--- config.mk ---
export PLATFORM = sky130hd
export DESIGN_NAME = rcr_rail_control
export DESIGN_NICKNAME = d
export VERILOG_FILES = /design/src/core/rcr_pkg.sv /design/src/core/rcr_rail_if.sv /design/src/core/rcr_rail_regs.sv /design/src/core/rcr_rail_control.sv
export SDC_FILE = /design/constraint.sdc
export NUM_CORES = 1
export LEC_CHECK = 0
export ABC_AREA = 1
export BUFFER_PORTS_ARGS = -buffer_cell sky130_fd_sc_hd__buf_2
export CAP_MARGIN = 20
export CORE_MARGIN = 2
export CORE_UTILIZATION = 45
export DETAILED_ROUTE_END_ITERATION = 8
export PLACE_DENSITY = 0.7
export SYNTH_ARGS = -nofsm -noshare
export SYNTH_HDL_FRONTEND = slang
export SYNTH_SLANG_ARGS = --single-unit
--- constraint.sdc ---
create_clock -name sys_clk -period 2.74 [get_ports sys_clk]
set_input_delay 0.411 -clock sys_clk [delete_from_list [all_inputs] [get_ports sys_clk]]
set_output_delay 0.411 -clock sys_clk [all_outputs]
set_load 0.02 [all_outputs]
--- src/core/rcr_pkg.sv ---
/*
 * rcr_pkg: register map, field positions, reset values and lookup tables
 * for the rail control register bank of converter cores 1 to 3.
 * Assumes byte-wide registers reached through the device's serial register port.
 */
package rcr_pkg;

   // ==========================================================
   // widths
   localparam int ADDR_W = 8;
   localparam int DATA_W = 8;
   localparam int RAIL_N = 3;

   // ==========================================================
   // register offsets
   localparam logic [7:0] RAIL1_CONTROL_A = 8'h04;
   localparam logic [7:0] RAIL1_CONTROL_B = 8'h05;
   localparam logic [7:0] RAIL2_CONTROL_A = 8'h06;
   localparam logic [7:0] RAIL2_CONTROL_B = 8'h07;
   localparam logic [7:0] RAIL3_CONTROL_A = 8'h08;

   // ==========================================================
   // control a fields
   localparam int CORE_ENABLE_BIT = 7;
   localparam int PIN_GATING_BIT = 6;
   localparam int PIN_CHOICE_BIT = 5;
   localparam int LEVEL_MODE_BIT = 4;
   localparam int DISCHARGE_BIT = 3;
   localparam int FORCED_PWM_BIT = 1;

   // ==========================================================
   // control b fields
   localparam int LIMIT_LSB = 3;
   localparam int LIMIT_MSB = 5;
   localparam int RAMP_LSB = 0;
   localparam int RAMP_MSB = 2;

   // ==========================================================
   // reset values
   localparam logic [7:0] CONTROL_A_RESET = 8'hca;
   localparam logic [7:0] RAIL1_CONTROL_B_RESET = 8'h1a;
   localparam logic [7:0] RAIL2_CONTROL_B_RESET = 8'h1a;
   localparam logic [7:0] RAIL3_CONTROL_B_RESET = 8'h2a;
   localparam logic [7:0] UNMAPPED_READ = 8'h00;

   // ==========================================================
   // current limit: code 2 is 2.5 A, half-amp steps up to code 7
   localparam logic [2:0] LIMIT_MIN_CODE = 3'h2;
   localparam logic [3:0] LIMIT_CODE_TO_HALF_AMP = 4'h3;
   localparam logic [3:0] LIMIT_FLOOR_HALF_AMP = 4'h5;

   // ramp rate per code, in units of 0.01 mV/us
   localparam logic [11:0] RAMP_RATE_CENTI [0:7] = '{
      12'hbb8, 12'h5dc, 12'h3e8, 12'h2ee, 12'h17c, 12'h0be, 12'h05e, 12'h028
   };

   typedef logic [2:0] rcr_code_t;

endpackage : rcr_pkg

--- src/core/rcr_rail_if.sv ---
/*
 * rcr_rail_if: write path and stored control bytes of one rail.
 * Assumes the decoder and the rail store share sys_clk.
 */
`timescale 1ns/100ps
interface rcr_rail_if;
   logic [7:0] wrData;
   logic wrA;
   logic wrB;
   logic [7:0] ctrlA;
   logic [7:0] ctrlB;

   modport decoder (
      output wrData,
      output wrA,
      output wrB,
      input ctrlA,
      input ctrlB
   );

   modport store (
      input wrData,
      input wrA,
      input wrB,
      output ctrlA,
      output ctrlB
   );
endinterface : rcr_rail_if

--- src/core/rcr_rail_regs.sv ---
/*
 * rcr_rail_regs: the two control bytes of one rail.
 * Assumes write strobes are one-cycle pulses decoded by the top module.
 */
`timescale 1ns/100ps
module rcr_rail_regs
   import rcr_pkg::*;
#(
   parameter bit HAS_CTRL_B = 1'b1,
   parameter logic [7:0] CTRL_B_RESET = RAIL1_CONTROL_B_RESET
) (
   // clock and reset
   input wire logic sys_clk,
   input wire logic reset,
   // register access
   rcr_rail_if.store bus
);

   logic [7:0] ctrlAReg;
   logic [7:0] ctrlANext;
   logic [7:0] ctrlBReg;
   logic [7:0] ctrlBNext;

   // ==========================================================
   // storage
   always_comb begin
      ctrlANext = ctrlAReg;
      ctrlBNext = ctrlBReg;
      // writes taken any time
      // reserved bits kept as written
      if (bus.wrA) begin
         ctrlANext = bus.wrData;
      end
      if (bus.wrB && HAS_CTRL_B) begin
         ctrlBNext = bus.wrData;
      end
   end

   always_ff @(posedge sys_clk) begin
      if (reset) begin
         ctrlAReg <= CONTROL_A_RESET;
         ctrlBReg <= CTRL_B_RESET;
      end else begin
         ctrlAReg <= ctrlANext;
         ctrlBReg <= ctrlBNext;
      end
   end

   assign bus.ctrlA = ctrlAReg;
   assign bus.ctrlB = ctrlBReg;
endmodule : rcr_rail_regs

--- src/core/rcr_rail_control.sv ---
/*
 * rcr_rail_control: control register bank and rail steering for converter
 * cores 1 to 3. Holds control a/b of cores 1 and 2 and control a of core 3.
 * Assumes the serial interface presents byte accesses on the register port,
 * synchronous to sys_clk, and the enable pins are already synchronous.
 */
// Overview of operation
// a core runs when its enable bit (bit 7 of control a) is set and stops when it is clear.
// with pin gating (bit 6) clear only the enable bit counts, else enable and pin must both hold.
// under pin gating the pin-choice bit (bit 5) picks pin a when 0 and pin b when 1.
// the level-mode bit (bit 4) turns the pin from on/off control into high/low level choice.
// the discharge resistor is connected while the core is off only if bit 3 is set.
// bit 1 forces continuous PWM when set, else the core moves between PFM and PWM itself.
// current-limit code 2 gives 2.5 A, rising by 0.5 A per code up to 5.0 A at code 7.
// current-limit writes are accepted and applied while the core runs.
// the ramp-rate code sets rising and falling slew from 30 down to 0.4 mV/us.
// a core at its low level is regulated to its own low-level voltage setting.
// reserved bits reset to zero and read back as written; limit codes 0 and 1 are harmless.
// every core has its own fields and a write to one core leaves the others alone.
`timescale 1ns/100ps
module rcr_rail_control
   import rcr_pkg::*;
(
   // clock and reset
   input wire logic sys_clk,
   input wire logic reset,
   // register port from the serial interface
   input wire logic [ADDR_W-1:0] regAddr,
   input wire logic [DATA_W-1:0] regWrData,
   input wire logic regWrEn,
   input wire logic regRdEn,
   output logic [DATA_W-1:0] regRdData,
   output logic regRdValid,
   // enable pins
   input wire logic enablePinA,
   input wire logic enablePinB,
   // per-rail controls, index 0 is core 1
   output logic [RAIL_N-1:0] coreOn,
   output logic [RAIL_N-1:0] lowLevelSelect,
   output logic [RAIL_N-1:0] dischargeOn,
   output logic [RAIL_N-1:0] forcedPwm,
   output logic [RAIL_N-1:0][2:0] switchLimitCode,
   output logic [RAIL_N-1:0][3:0] switchLimitHalfAmp,
   output logic [RAIL_N-1:0][2:0] rampRateCode,
   output logic [RAIL_N-1:0][11:0] rampRateCenti
);

   // ==========================================================
   // address decode
   logic [RAIL_N-1:0] hitA;
   logic [RAIL_N-1:0] hitB;
   logic [RAIL_N-1:0][7:0] railCtrlA;
   logic [RAIL_N-1:0][7:0] railCtrlB;

   always_comb begin
      hitA = '0;
      hitB = '0;
      // one register, one rail
      unique case (regAddr)
         RAIL1_CONTROL_A: hitA[0] = 1'b1;
         RAIL1_CONTROL_B: hitB[0] = 1'b1;
         RAIL2_CONTROL_A: hitA[1] = 1'b1;
         RAIL2_CONTROL_B: hitB[1] = 1'b1;
         RAIL3_CONTROL_A: hitA[2] = 1'b1;
         default: begin
            hitA = '0;
            hitB = '0;
         end
      endcase
   end

   // ==========================================================
   // rail stores
   rcr_rail_if railBus [RAIL_N] ();

   genvar g;
   generate
      for (g = 0; g < RAIL_N; g++) begin : gen_store
         localparam logic [7:0] B_RESET = (g == 0) ? RAIL1_CONTROL_B_RESET :
                                          (g == 1) ? RAIL2_CONTROL_B_RESET :
                                                     RAIL3_CONTROL_B_RESET;
         assign railBus[g].wrData = regWrData;
         assign railBus[g].wrA = regWrEn && hitA[g];
         assign railBus[g].wrB = regWrEn && hitB[g];
         assign railCtrlA[g] = railBus[g].ctrlA;
         assign railCtrlB[g] = railBus[g].ctrlB;

         rcr_rail_regs #(
            .HAS_CTRL_B((g < 2) ? 1'b1 : 1'b0),
            .CTRL_B_RESET(B_RESET)
         ) u_regs (
            .sys_clk(sys_clk),
            .reset(reset),
            .bus(railBus[g])
         );
      end
   endgenerate

   // ==========================================================
   // read path
   logic [DATA_W-1:0] rdDataReg;
   logic [DATA_W-1:0] rdDataNext;
   logic rdValidReg;
   logic rdValidNext;

   always_comb begin
      rdDataNext = rdDataReg;
      rdValidNext = regRdEn;
      if (regRdEn) begin
         rdDataNext = UNMAPPED_READ;
         for (int i = 0; i < RAIL_N; i++) begin
            if (hitA[i]) begin
               rdDataNext = railCtrlA[i];
            end
            if (hitB[i]) begin
               rdDataNext = railCtrlB[i];
            end
         end
      end
   end

   always_ff @(posedge sys_clk) begin
      if (reset) begin
         rdDataReg <= UNMAPPED_READ;
         rdValidReg <= 1'b0;
      end else begin
         rdDataReg <= rdDataNext;
         rdValidReg <= rdValidNext;
      end
   end

   assign regRdData = rdDataReg;
   assign regRdValid = rdValidReg;

   // ==========================================================
   // rail steering
   logic [RAIL_N-1:0] selPin;
   logic [RAIL_N-1:0] onNext;
   logic [RAIL_N-1:0] lowNext;
   logic [RAIL_N-1:0] dischNext;
   logic [RAIL_N-1:0] pwmNext;
   logic [RAIL_N-1:0][3:0] halfAmpNext;
   logic [RAIL_N-1:0] onReg;
   logic [RAIL_N-1:0] lowReg;
   logic [RAIL_N-1:0] dischReg;
   logic [RAIL_N-1:0] pwmReg;
   logic [RAIL_N-1:0][2:0] limitReg;
   logic [RAIL_N-1:0][3:0] halfAmpReg;
   logic [RAIL_N-1:0][2:0] rampReg;
   logic [RAIL_N-1:0][11:0] rampCentiReg;

   always_comb begin
      for (int i = 0; i < RAIL_N; i++) begin
         // pin choice
         selPin[i] = railCtrlA[i][PIN_CHOICE_BIT] ? enablePinB : enablePinA;
         // enable bit
         // pin gating
         // level mode keeps core on, pin picks level
         onNext[i] = railCtrlA[i][CORE_ENABLE_BIT] && (!railCtrlA[i][PIN_GATING_BIT]
                     || railCtrlA[i][LEVEL_MODE_BIT] || selPin[i]);
         // low level selected by pin low
         lowNext[i] = onNext[i] && railCtrlA[i][PIN_GATING_BIT]
                      && railCtrlA[i][LEVEL_MODE_BIT] && !selPin[i];
         // discharge only while off
         dischNext[i] = !onNext[i] && railCtrlA[i][DISCHARGE_BIT];
         // forced pwm
         pwmNext[i] = railCtrlA[i][FORCED_PWM_BIT];
         // limit decode
         // codes 0 and 1 held at the lowest limit
         if (railCtrlB[i][LIMIT_MSB:LIMIT_LSB] < LIMIT_MIN_CODE) begin
            halfAmpNext[i] = LIMIT_FLOOR_HALF_AMP;
         end else begin
            halfAmpNext[i] = 4'({1'b0, railCtrlB[i][LIMIT_MSB:LIMIT_LSB]})
                             + LIMIT_CODE_TO_HALF_AMP;
         end
      end
   end

   always_ff @(posedge sys_clk) begin
      if (reset) begin
         onReg <= '0;
         lowReg <= '0;
         dischReg <= '0;
         pwmReg <= '0;
         limitReg <= '0;
         halfAmpReg <= '0;
         rampReg <= '0;
         rampCentiReg <= '0;
      end else begin
         onReg <= onNext;
         lowReg <= lowNext;
         dischReg <= dischNext;
         pwmReg <= pwmNext;
         for (int i = 0; i < RAIL_N; i++) begin
            // new limit applied while running
            limitReg[i] <= railCtrlB[i][LIMIT_MSB:LIMIT_LSB];
            halfAmpReg[i] <= halfAmpNext[i];
            // ramp rate table
            rampReg[i] <= railCtrlB[i][RAMP_MSB:RAMP_LSB];
            rampCentiReg[i] <= RAMP_RATE_CENTI[railCtrlB[i][RAMP_MSB:RAMP_LSB]];
         end
      end
   end

   assign coreOn = onReg;
   assign lowLevelSelect = lowReg;
   assign dischargeOn = dischReg;
   assign forcedPwm = pwmReg;
   assign switchLimitCode = limitReg;
   assign switchLimitHalfAmp = halfAmpReg;
   assign rampRateCode = rampReg;
   assign rampRateCenti = rampCentiReg;

   generate
      for (g = 0; g < RAIL_N; g++) begin : gen_chk

      end
   endgenerate
endmodule : rcr_rail_control

Word level (Yosys, flattened, before mapping). Memories as Yosys holds them, arrays and structs flattened. A register that Yosys moved wholly into a read port is not among the register bits. Cells that the tools add are included.

Bits in registers: 84. Latch bits: 0. Bits in writable memories: 0. Memory bits (read-only): 192. Input bits: 22. Memories: 2.

$add $sub $neg: 2. $mul: 0. Div/mod/pow operators: 0. $lt $le $gt $ge: 2. Equality and inequality tests: 5. Shift-type cells: 0. Multiplexer cells: 15. Bitwise logic cells: 2. Reduce and logical (&&, ||, !) cells: 37.

Memories: (name not given) (words 8, width 12, read ports 1, clocked after memory_dff 1, wr ports 0, RTL line rcr_rail_control.sv:200) `rampCentiReg[i] <= RAMP_RATE_CENTI[railCtrlB[i][RAMP_MSB:RAMP_LSB]];`; (name not given) (words 8, width 12, read ports 1, clocked after memory_dff 1, wr ports 0, RTL line rcr_rail_control.sv:200).

Operators with widths (count): two-way mux 8 bit (5); == test 8 x 3 -> 1 bit (second input constant) (4); logical AND 1 bit (20); zero test 1 bit (9); adder 3 x 2 -> 4 bit (second input constant) (2); == test 8 x 4 -> 1 bit (second input constant) (1); two-way mux 1 bit (8); inverter 3 -> 4 bit (2); logical OR 1 bit (6); less-than comparator 3 x 2 -> 1 bit (second input constant) (2); two-way mux 3 bit (2); OR reduction 2 bit (2).

Depth between registers and ports, before layout. Gate-level depths: netlist of the first run.

Depth in word-level cells: 7. Depth in mapped cells: 10. Mapped depth without buffers: 9.

By module. A second synthesis of the first run with hierarchy kept.

Cell total of the unflattened synthesis: 601. Area, all modules: 4944.7 µm².

Modules (own cells, without submodules): rcr_rail_control (instances 1, cells an instance 378, area an instance 3367.0 µm², sequential area each 1641.6 µm²); rcr_rail_regs (gen_store[0].u_regs ...) (instances 2, cells an instance 85, area an instance 603.1 µm², sequential area each 320.3 µm²); rcr_rail_regs (gen_store[2].u_regs) (instances 1, cells an instance 53, area an instance 371.6 µm², sequential area each 160.2 µm²).

Worst setup path before layout of the first run. Ideal clock, no wire load.

Path type: input port to flip-flop. From: input port regAddr[3]. To: register gen_store[1].u_regs.ctrlBReg[0]. Setup time: 0.126 ns. Arrival: 1.294 ns. Slack: 1.320 ns. Stages: 7. Path buffers: 1. Cell sequence: inv_1 > nand2_4 > nor3_4 > nand3_2 > buf_6 > o21ai_1 > a21oi_1.

Longest elaborated chain between the ends: 3.

RTL lines: from (decl) (RTL line rcr_rail_control.sv:28) `input wire logic [ADDR_W-1:0] regAddr,`; == test 8 x 3 -> 1 bit (RTL line rcr_rail_control.sv:59) `unique case (regAddr)`; two-way mux 1 bit (RTL line rcr_rail_control.sv:59); logical AND 1 bit (RTL line rcr_rail_control.sv:84) `assign railBus[g].wrB = regWrEn && hitB[g];`; to (signal assigned) (RTL line rcr_rail_regs.sv:45) `ctrlBReg <= ctrlBNext;`; to (decl) (RTL line rcr_rail_regs.sv:21) `logic [7:0] ctrlBReg;`.

Every way passes these cells. A chain may end at the register's enable or synchronous reset.

Worst setup path after layout of the first run.
From: input port regAddr[4]. To: register gen_store[1].u_regs.ctrlAReg[2].

Longest elaborated chain between the ends: 3.

RTL lines: == test 8 x 3 -> 1 bit (RTL line rcr_rail_control.sv:59); two-way mux 1 bit (RTL line rcr_rail_control.sv:59); logical AND 1 bit (RTL line rcr_rail_control.sv:83) `assign railBus[g].wrA = regWrEn && hitA[g];`; to (signal assigned) (RTL line rcr_rail_regs.sv:44) `ctrlAReg <= ctrlANext;`; to (decl) (RTL line rcr_rail_regs.sv:19) `logic [7:0] ctrlAReg;`.

Every way passes these cells.

==> reports/qor.yml, run 1 <==
cts-hold-fix-buffers: 0
floorplan.io_pins: 109
yosysWarnings: 0
seq_area_frac_synth_pct: 49.3
clock_path_buffers: 2
hold_viol_final: 0
reg2reg_to: "rampRateCenti[6]"
grt_usage_pct: 18.2
die_w_um: 100
synth_cells: 486
drv_cap: 0
first_pass_iters: 4
holdPathEnd: "rampRateCenti[3]"
initial_core_util_pct: 45.7
switchingPower_uw: 693
hp-start: "reset"
syn_area_sq_um: 4140
finalPower_uw: 2710
synth_largest_area_cell: "dfxtp_1"
critPathArrivalTime_ns: 1.79
hold_class: "primary input to register"
drt-total-wl_um: 8920
post-dp-hpwl_um: 6460
cts_root_buffer: "clkbuf_8"
intPower_uw: 2020
num_rows: 35
start_kind: "primary input"
postCtsSetupRepairBufs: 0
fin_crit_ns: 1.54
num_vias: 3401
layout-drive-gt1-share_pct: 24.2
drc: 0
antenna_found_initial: 0
vias_per_cell: 4.99
path_cells: "buf_2, inv_1, nand2_1, nor2_8, nand4_2, o21ai_0, a21oi_1"
n_fill_cell: 877
outcome: "completed"
setup_slack_ns: 1.20
n_antenna_cell: 0
core_sq_um: 9060
nets: 606
cts_tree: "built"
overflow: 0
postRouteAntennaNets: 0
grt_pass1_wl_um: 14200
p_leak_uw: 0.00242
wl_per_cell_um: 13.1
cp.required_ns: 2.99
end_kind: "register"
p_clk_share_pct: 36.2
synth.area.top_cells: "dfxtp_1, nand2_1, ha_1, buf_4, nand3_1"
critPathMaxStageDelay_ns: 0.39
grt_pass1_vias: 2996
r2r-start: "gen_store[0].u_regs.bus.ctrlB[0]"
htreeDepth: 3
syn_avg_cell_area_sq_um: 8.53
dp_slack_ns: 0.814
p_comb_share_pct: 7.9
post-route-util_pct: 52.4
setup_viol: 0
synthTopCellsByCount: "dfxtp_1, nand2_1, nor2_1"
finClkSkew_ns: 0.00689
cts_resized: 0
crit_type: "primary input to register"
r2r_cells: 4
worstPathMaxFanout: 35
synth_most_common_cell: "dfxtp_1"
grt_max_degree: 44
holdPathStages: 2
final_area_sq_um: 4750
synth-edff-count: 0
power_density_nw_per_um2: 571
pwr-share-seq_pct: 55.9
rsz0062_at_grt: "no"
syn2layout_area_growth_pct: 14.7
tns_ns: 0
clk_pin_slew_ns: 0.10
p_sw_share_pct: 25.6
timing.fmax_mhz: 649
placed_area_sq_um: 4550
synth_cell_types: 37
initialDrtViolationCount: 165
fp.dieH_um: 100
reg2reg_slack_ns: 1.32
cts_made_buffers: 9
maxSlewViolCount: 0
clkLatencyLatePin_ns: 0.36
synth_ff_type: "dfxtp_1"
ir_drop_mv: 0.209
port_buffers: 94
cts.sinks: 102
die_area_sq_um: 9990
netlist.area_leader.share_pct: 49.3
period_share_pct: 56.2
async_flop_share_pct: 0
gp_congestion: 0.922
slowest_stage: "nor2_8"
synth-seq-cells: 102
[worst max-delay path by stage]
stage	startpoint	end	slack [ns]	cells past startpoint
4_1_cts	regAddr[4]	gen_store[1].u_regs.bus.ctrlA[2]	1.21	7
3_5_place_dp	regAddr[4]	gen_store[1].u_regs.bus.ctrlA[4]	0.81	7
3_3_place_gp	regAddr[4]	gen_store[1].u_regs.bus.ctrlA[5]	0.88	7
2_1_floorplan	regAddr[3]	gen_store[1].u_regs.bus.ctrlB[0]	1.32	7
6_report	regAddr[4]	gen_store[1].u_regs.bus.ctrlA[2]	1.20	7
5_1_grt	regAddr[4]	gen_store[1].u_regs.bus.ctrlA[2]	0.96	7
[kinds of logic (layout without fill, tap and decap cells)]
logic type	Yosys count	count (layout)	share of synthesized area (%)
other	1	14	0.0905
adders and majority gates	18	18	5.43
AOI/OAI and AO/OA	100	100	14.0
DFF	102	102	49.3
buffers and inverters	93	165	11.4
and+or+nand+nor	172	172	19.9
[sequential cells by signal (all words and copies together) (netlist names)]
| name | flops |
|---|---|
| forcedPwm | 3 |
| switchLimitCode | 6 |
| coreOn | 3 |
| switchLimitHalfAmp | 8 |
| rampRateCenti | 21 |
| rampRateCode | 6 |
| dischargeOn | 3 |
| gen_store.u_regs.bus.ctrlA | 24 |
| regRdData | 8 |
| gen_store.u_regs.bus.ctrlB | 16 |
| regRdValid | 1 |
| lowLevelSelect | 3 |
[per-layer routing]
metal	global-route usage (%)	share of wire [%]
met1	24.6	45
met2	28.3	45
met3	2.86	7.7
met4	9.17	2.6
met5	0	0
[power groups by stage]
stage	clock, uW	combinational [uW]	sequential (uW)
after floorplan	0	130	1590
after global placement	0	214	1550
after detailed placement	0	215	1550
after CTS	1000	215	1520
after global routing	1060	234	1520
final	981	215	1520
[cell type report]
type | count | area [sq um] | share of cell area [%]
tap | 111 | 139 | 2.92
clock buffer | 10 | 138 | 2.89
multi-input combinational | 304 | 1680 | 35.3
inverter | 53 | 201 | 4.24
sequential | 102 | 2040 | 42.9
clock inverter | 6 | 68.8 | 1.45
timing repair buffer | 96 | 485 | 10.2
[worst max-delay path: cells and delay by family]
family,cells,cell delay [ns]
AO/OA/AOI/OAI,2,0.34
buffers and inverters,2,0.13
AND/OR/NAND/NOR,3,0.88
[through the flow]
stage          hold WS, ns  instances
5_1_grt              0.238        682
3_5_place_dp         0.442        666
2_1_floorplan        0.416        499
4_1_cts              0.237        682
3_3_place_gp         0.438        666
6_report             0.246        682
[cell usage in the layout (no fill, tap or decap), types with 3 or more instances in the layout]
cell	count
nor4_1	3
inv_2	6
nor2_1	51
ha_1	18
o21ai_0	29
dfxtp_1	102
buf_2	94
nand2_1	61
inv_1	44
clkbuf_8	10
nand3_1	39
o22ai_1	4
a21oi_1	33
conb_1	14
o21ai_1	9
clkinv_2	3
nand3_2	3
o211ai_1	16
Note: power is estimated with default switching activity, not from simulation.
==> inputs of run 2 (changes only) <==
--- a/config.mk
+++ b/config.mk
@@ -11,7 +11,7 @@
 export CORE_MARGIN = 2
 export CORE_UTILIZATION = 45
 export DETAILED_ROUTE_END_ITERATION = 8
-export PLACE_DENSITY = 0.7
+export PLACE_DENSITY = 0.73
 export SYNTH_ARGS = -nofsm -noshare
 export SYNTH_HDL_FRONTEND = slang
 export SYNTH_SLANG_ARGS = --single-unit
==> constraint.sdc (replaced) <==
create_clock -name sys_clk -period 1.25 [get_ports sys_clk]
set_input_delay 0.1875 -clock sys_clk [delete_from_list [all_inputs] [get_ports sys_clk]]
set_output_delay 0.1875 -clock sys_clk [all_outputs]
set_load 0.02 [all_outputs]
==> run 2 against run 1 <==
Power is 130% higher. Sequential cell count stayed put. Combinational power is 140% higher. Critical path type is now register to register.
==> reports/qor.yml, run 2 (same netlist as run 1, synthesis figures left out) <==
initialDrtViolationCount: 225  # +36%
syn2layout_area_growth_pct: 21.3
initial_core_util_pct: 45.7  # unchanged
wl_per_cell_um: 13.5  # +3.2%
cts_root_buffer: "clkbuf_8"
outcome: "completed"
hold_class: "primary input to register"
nets: 630  # +4.0%
critPathArrivalTime_ns: 1.44  # -0.35 ns
clk_pin_slew_ns: 0.10  # about the same
post-route-util_pct: 55.5  # +3.0 points
worstPathMaxFanout: 6  # -83%
finClkSkew_ns: 0.00762  # +0.000738 ns
period_share_pct: 95.3
postRouteAntennaNets: 0  # unchanged
use_met2_pct: 32.6  # +4.3 points
htreeDepth: 3  # unchanged
clkLatencyLatePin_ns: 0.36  # about the same
core_sq_um: 9060  # unchanged
drt-total-wl_um: 9530  # +6.9%
port_buffers: 94  # unchanged
gp_congestion: 0.931  # +0.95%
die_area_sq_um: 9990  # unchanged
grt_pass1_wl_um: 15300  # +7.7%
post-dp-hpwl_um: 7180  # +11%
fin_crit_ns: 1.19
holdWs_ns: 0.0804  # -0.165 ns
n_antenna_cell: 0  # unchanged
largest_register_ffs: 24  # unchanged
die_w_um: 100  # unchanged
cts_made_buffers: 9  # unchanged
gr-usage-met1_pct: 24.9  # +0.31 points
r2r_cells: 3  # -1
layout_common_cells: "dfxtp_1, buf_2, nand2_1, nor2_1, inv_1"
setup_viol: 0  # unchanged
grt_max_degree: 28  # -36%
floorplan.io_pins: 109  # unchanged
maxSlewViolCount: 0  # unchanged
power_density_nw_per_um2: 1220  # +110%
drv_cap: 0  # unchanged
start_kind: "register"
met3_usage_pct: 3.27  # +0.42 points
num_vias: 3531  # +3.8%
end_kind: "register"
cts.sinks: 102  # unchanged
grt_usage_pct: 19.5  # +1.4 points
crit_type: "register to register"
hold_viol_final: 0  # unchanged
rsz0062_at_grt: "no"
ir_drop_mv: 0.471  # +130%
overflow: 0  # unchanged
grt_pass1_vias: 3176  # +6.0%
cts-hold-fix-buffers: 0  # unchanged
cts_tree: "built"
timing.fmax_mhz: 839
vias_per_cell: 5.00  # +0.29%
drc: 0  # unchanged
clock_path_buffers: 2  # unchanged
num_rows: 35  # unchanged
holdPathStages: 3  # +1
layout-drive-gt1-share_pct: 27.1  # +2.9 points
final_common_cell: "dfxtp_1"
fp.dieH_um: 100  # unchanged
antenna_found_initial: 0  # unchanged
grt_most_used_layer: "met2"
p_leak_uw: 0.00257  # +6.3%
cp.required_ns: 1.50  # -1.49 ns
first_pass_iters: 5  # +1
run 2: cell count changes in the layout (fill, tap and decap cells not counted), sizes merged:
cell / previous run / this run
buf: 96 / 120
bufinv: 1 / 2
clkbuf: 10 / 12
clkinv: 5 / 3
clkinvlp: 1 / 0
run 2: per-stage QoR:
step	cells	TNS, ns	area, sq um	total power, uW	setup slack [ns]
global route	706	0	5030	6360	0.00598
floorplan	499	0	4190	3760	0.0539
detailed placement	690	-2.74	4800	3910	-0.193
finish	706	0	5030	6140	0.0583
global placement	690	-1.93	4800	3910	-0.179
CTS	706	0	5030	6190	0.0569
run 2: worst max-delay path, stage by stage, from the launching register on:
cell and delay [ns]:
dfxtp_1 0.43, inv_1 0.15, ha_1 0.30, a22o_1 0.21
run 2: routing by layer:
metal / up-vias / wire length, um
li1: 1761 / -
met1: 1606 / 4230
met2: 140 / 4470
met3: 24 / 595
met4: 0 / 231
met5: - / 0
run 2: area by class of cell:
| type | count | area [sq um] |
|---|---|---|
| fillers | 836 | 4040 |
| flip-flops and latches | 102 | 2040 |
| multi-input cells | 304 | 1680 |
| repair buffers | 120 | 741 |
| inverters | 53 | 201 |
| clock buffers | 12 | 145 |
| well taps | 111 | 139 |
| clock inverters | 4 | 77.6 |
run 2: path summary, 6_finish.rpt:
| path | from | to | slack [ns] |
|---|---|---|---|
| hold / removal | regWrData[1] | gen_store[2].u_regs.bus.ctrlA[1] | 0.08 |
| setup reg to reg | gen_store[0].u_regs.bus.ctrlB[1] | rampRateCenti[1] | 0.06 |
| setup / recovery | gen_store[0].u_regs.bus.ctrlB[1] | rampRateCenti[1] | 0.06 |
| hold reg to reg | gen_store[1].u_regs.bus.ctrlA[1] | forcedPwm[1] | 0.46 |
run 2: timing repair:
item / CTS / global route
resized for setup: 1 / 2
cloned: 0 / 0
setup buffers: 0 / 0
endpoints found under the hold margin: 0 / 0
setup endpoints to repair: 12 / 3
run 2: report_power, final:
group / internal, uW / leakage, uW / switching (uW)
Sequential: 3310 / 0.000833 / 17.1
Clock: 1200 / 0.000112 / 1100
Combinational: 155 / 0.00163 / 360
Total: 4660 / 0.00257 / 1480
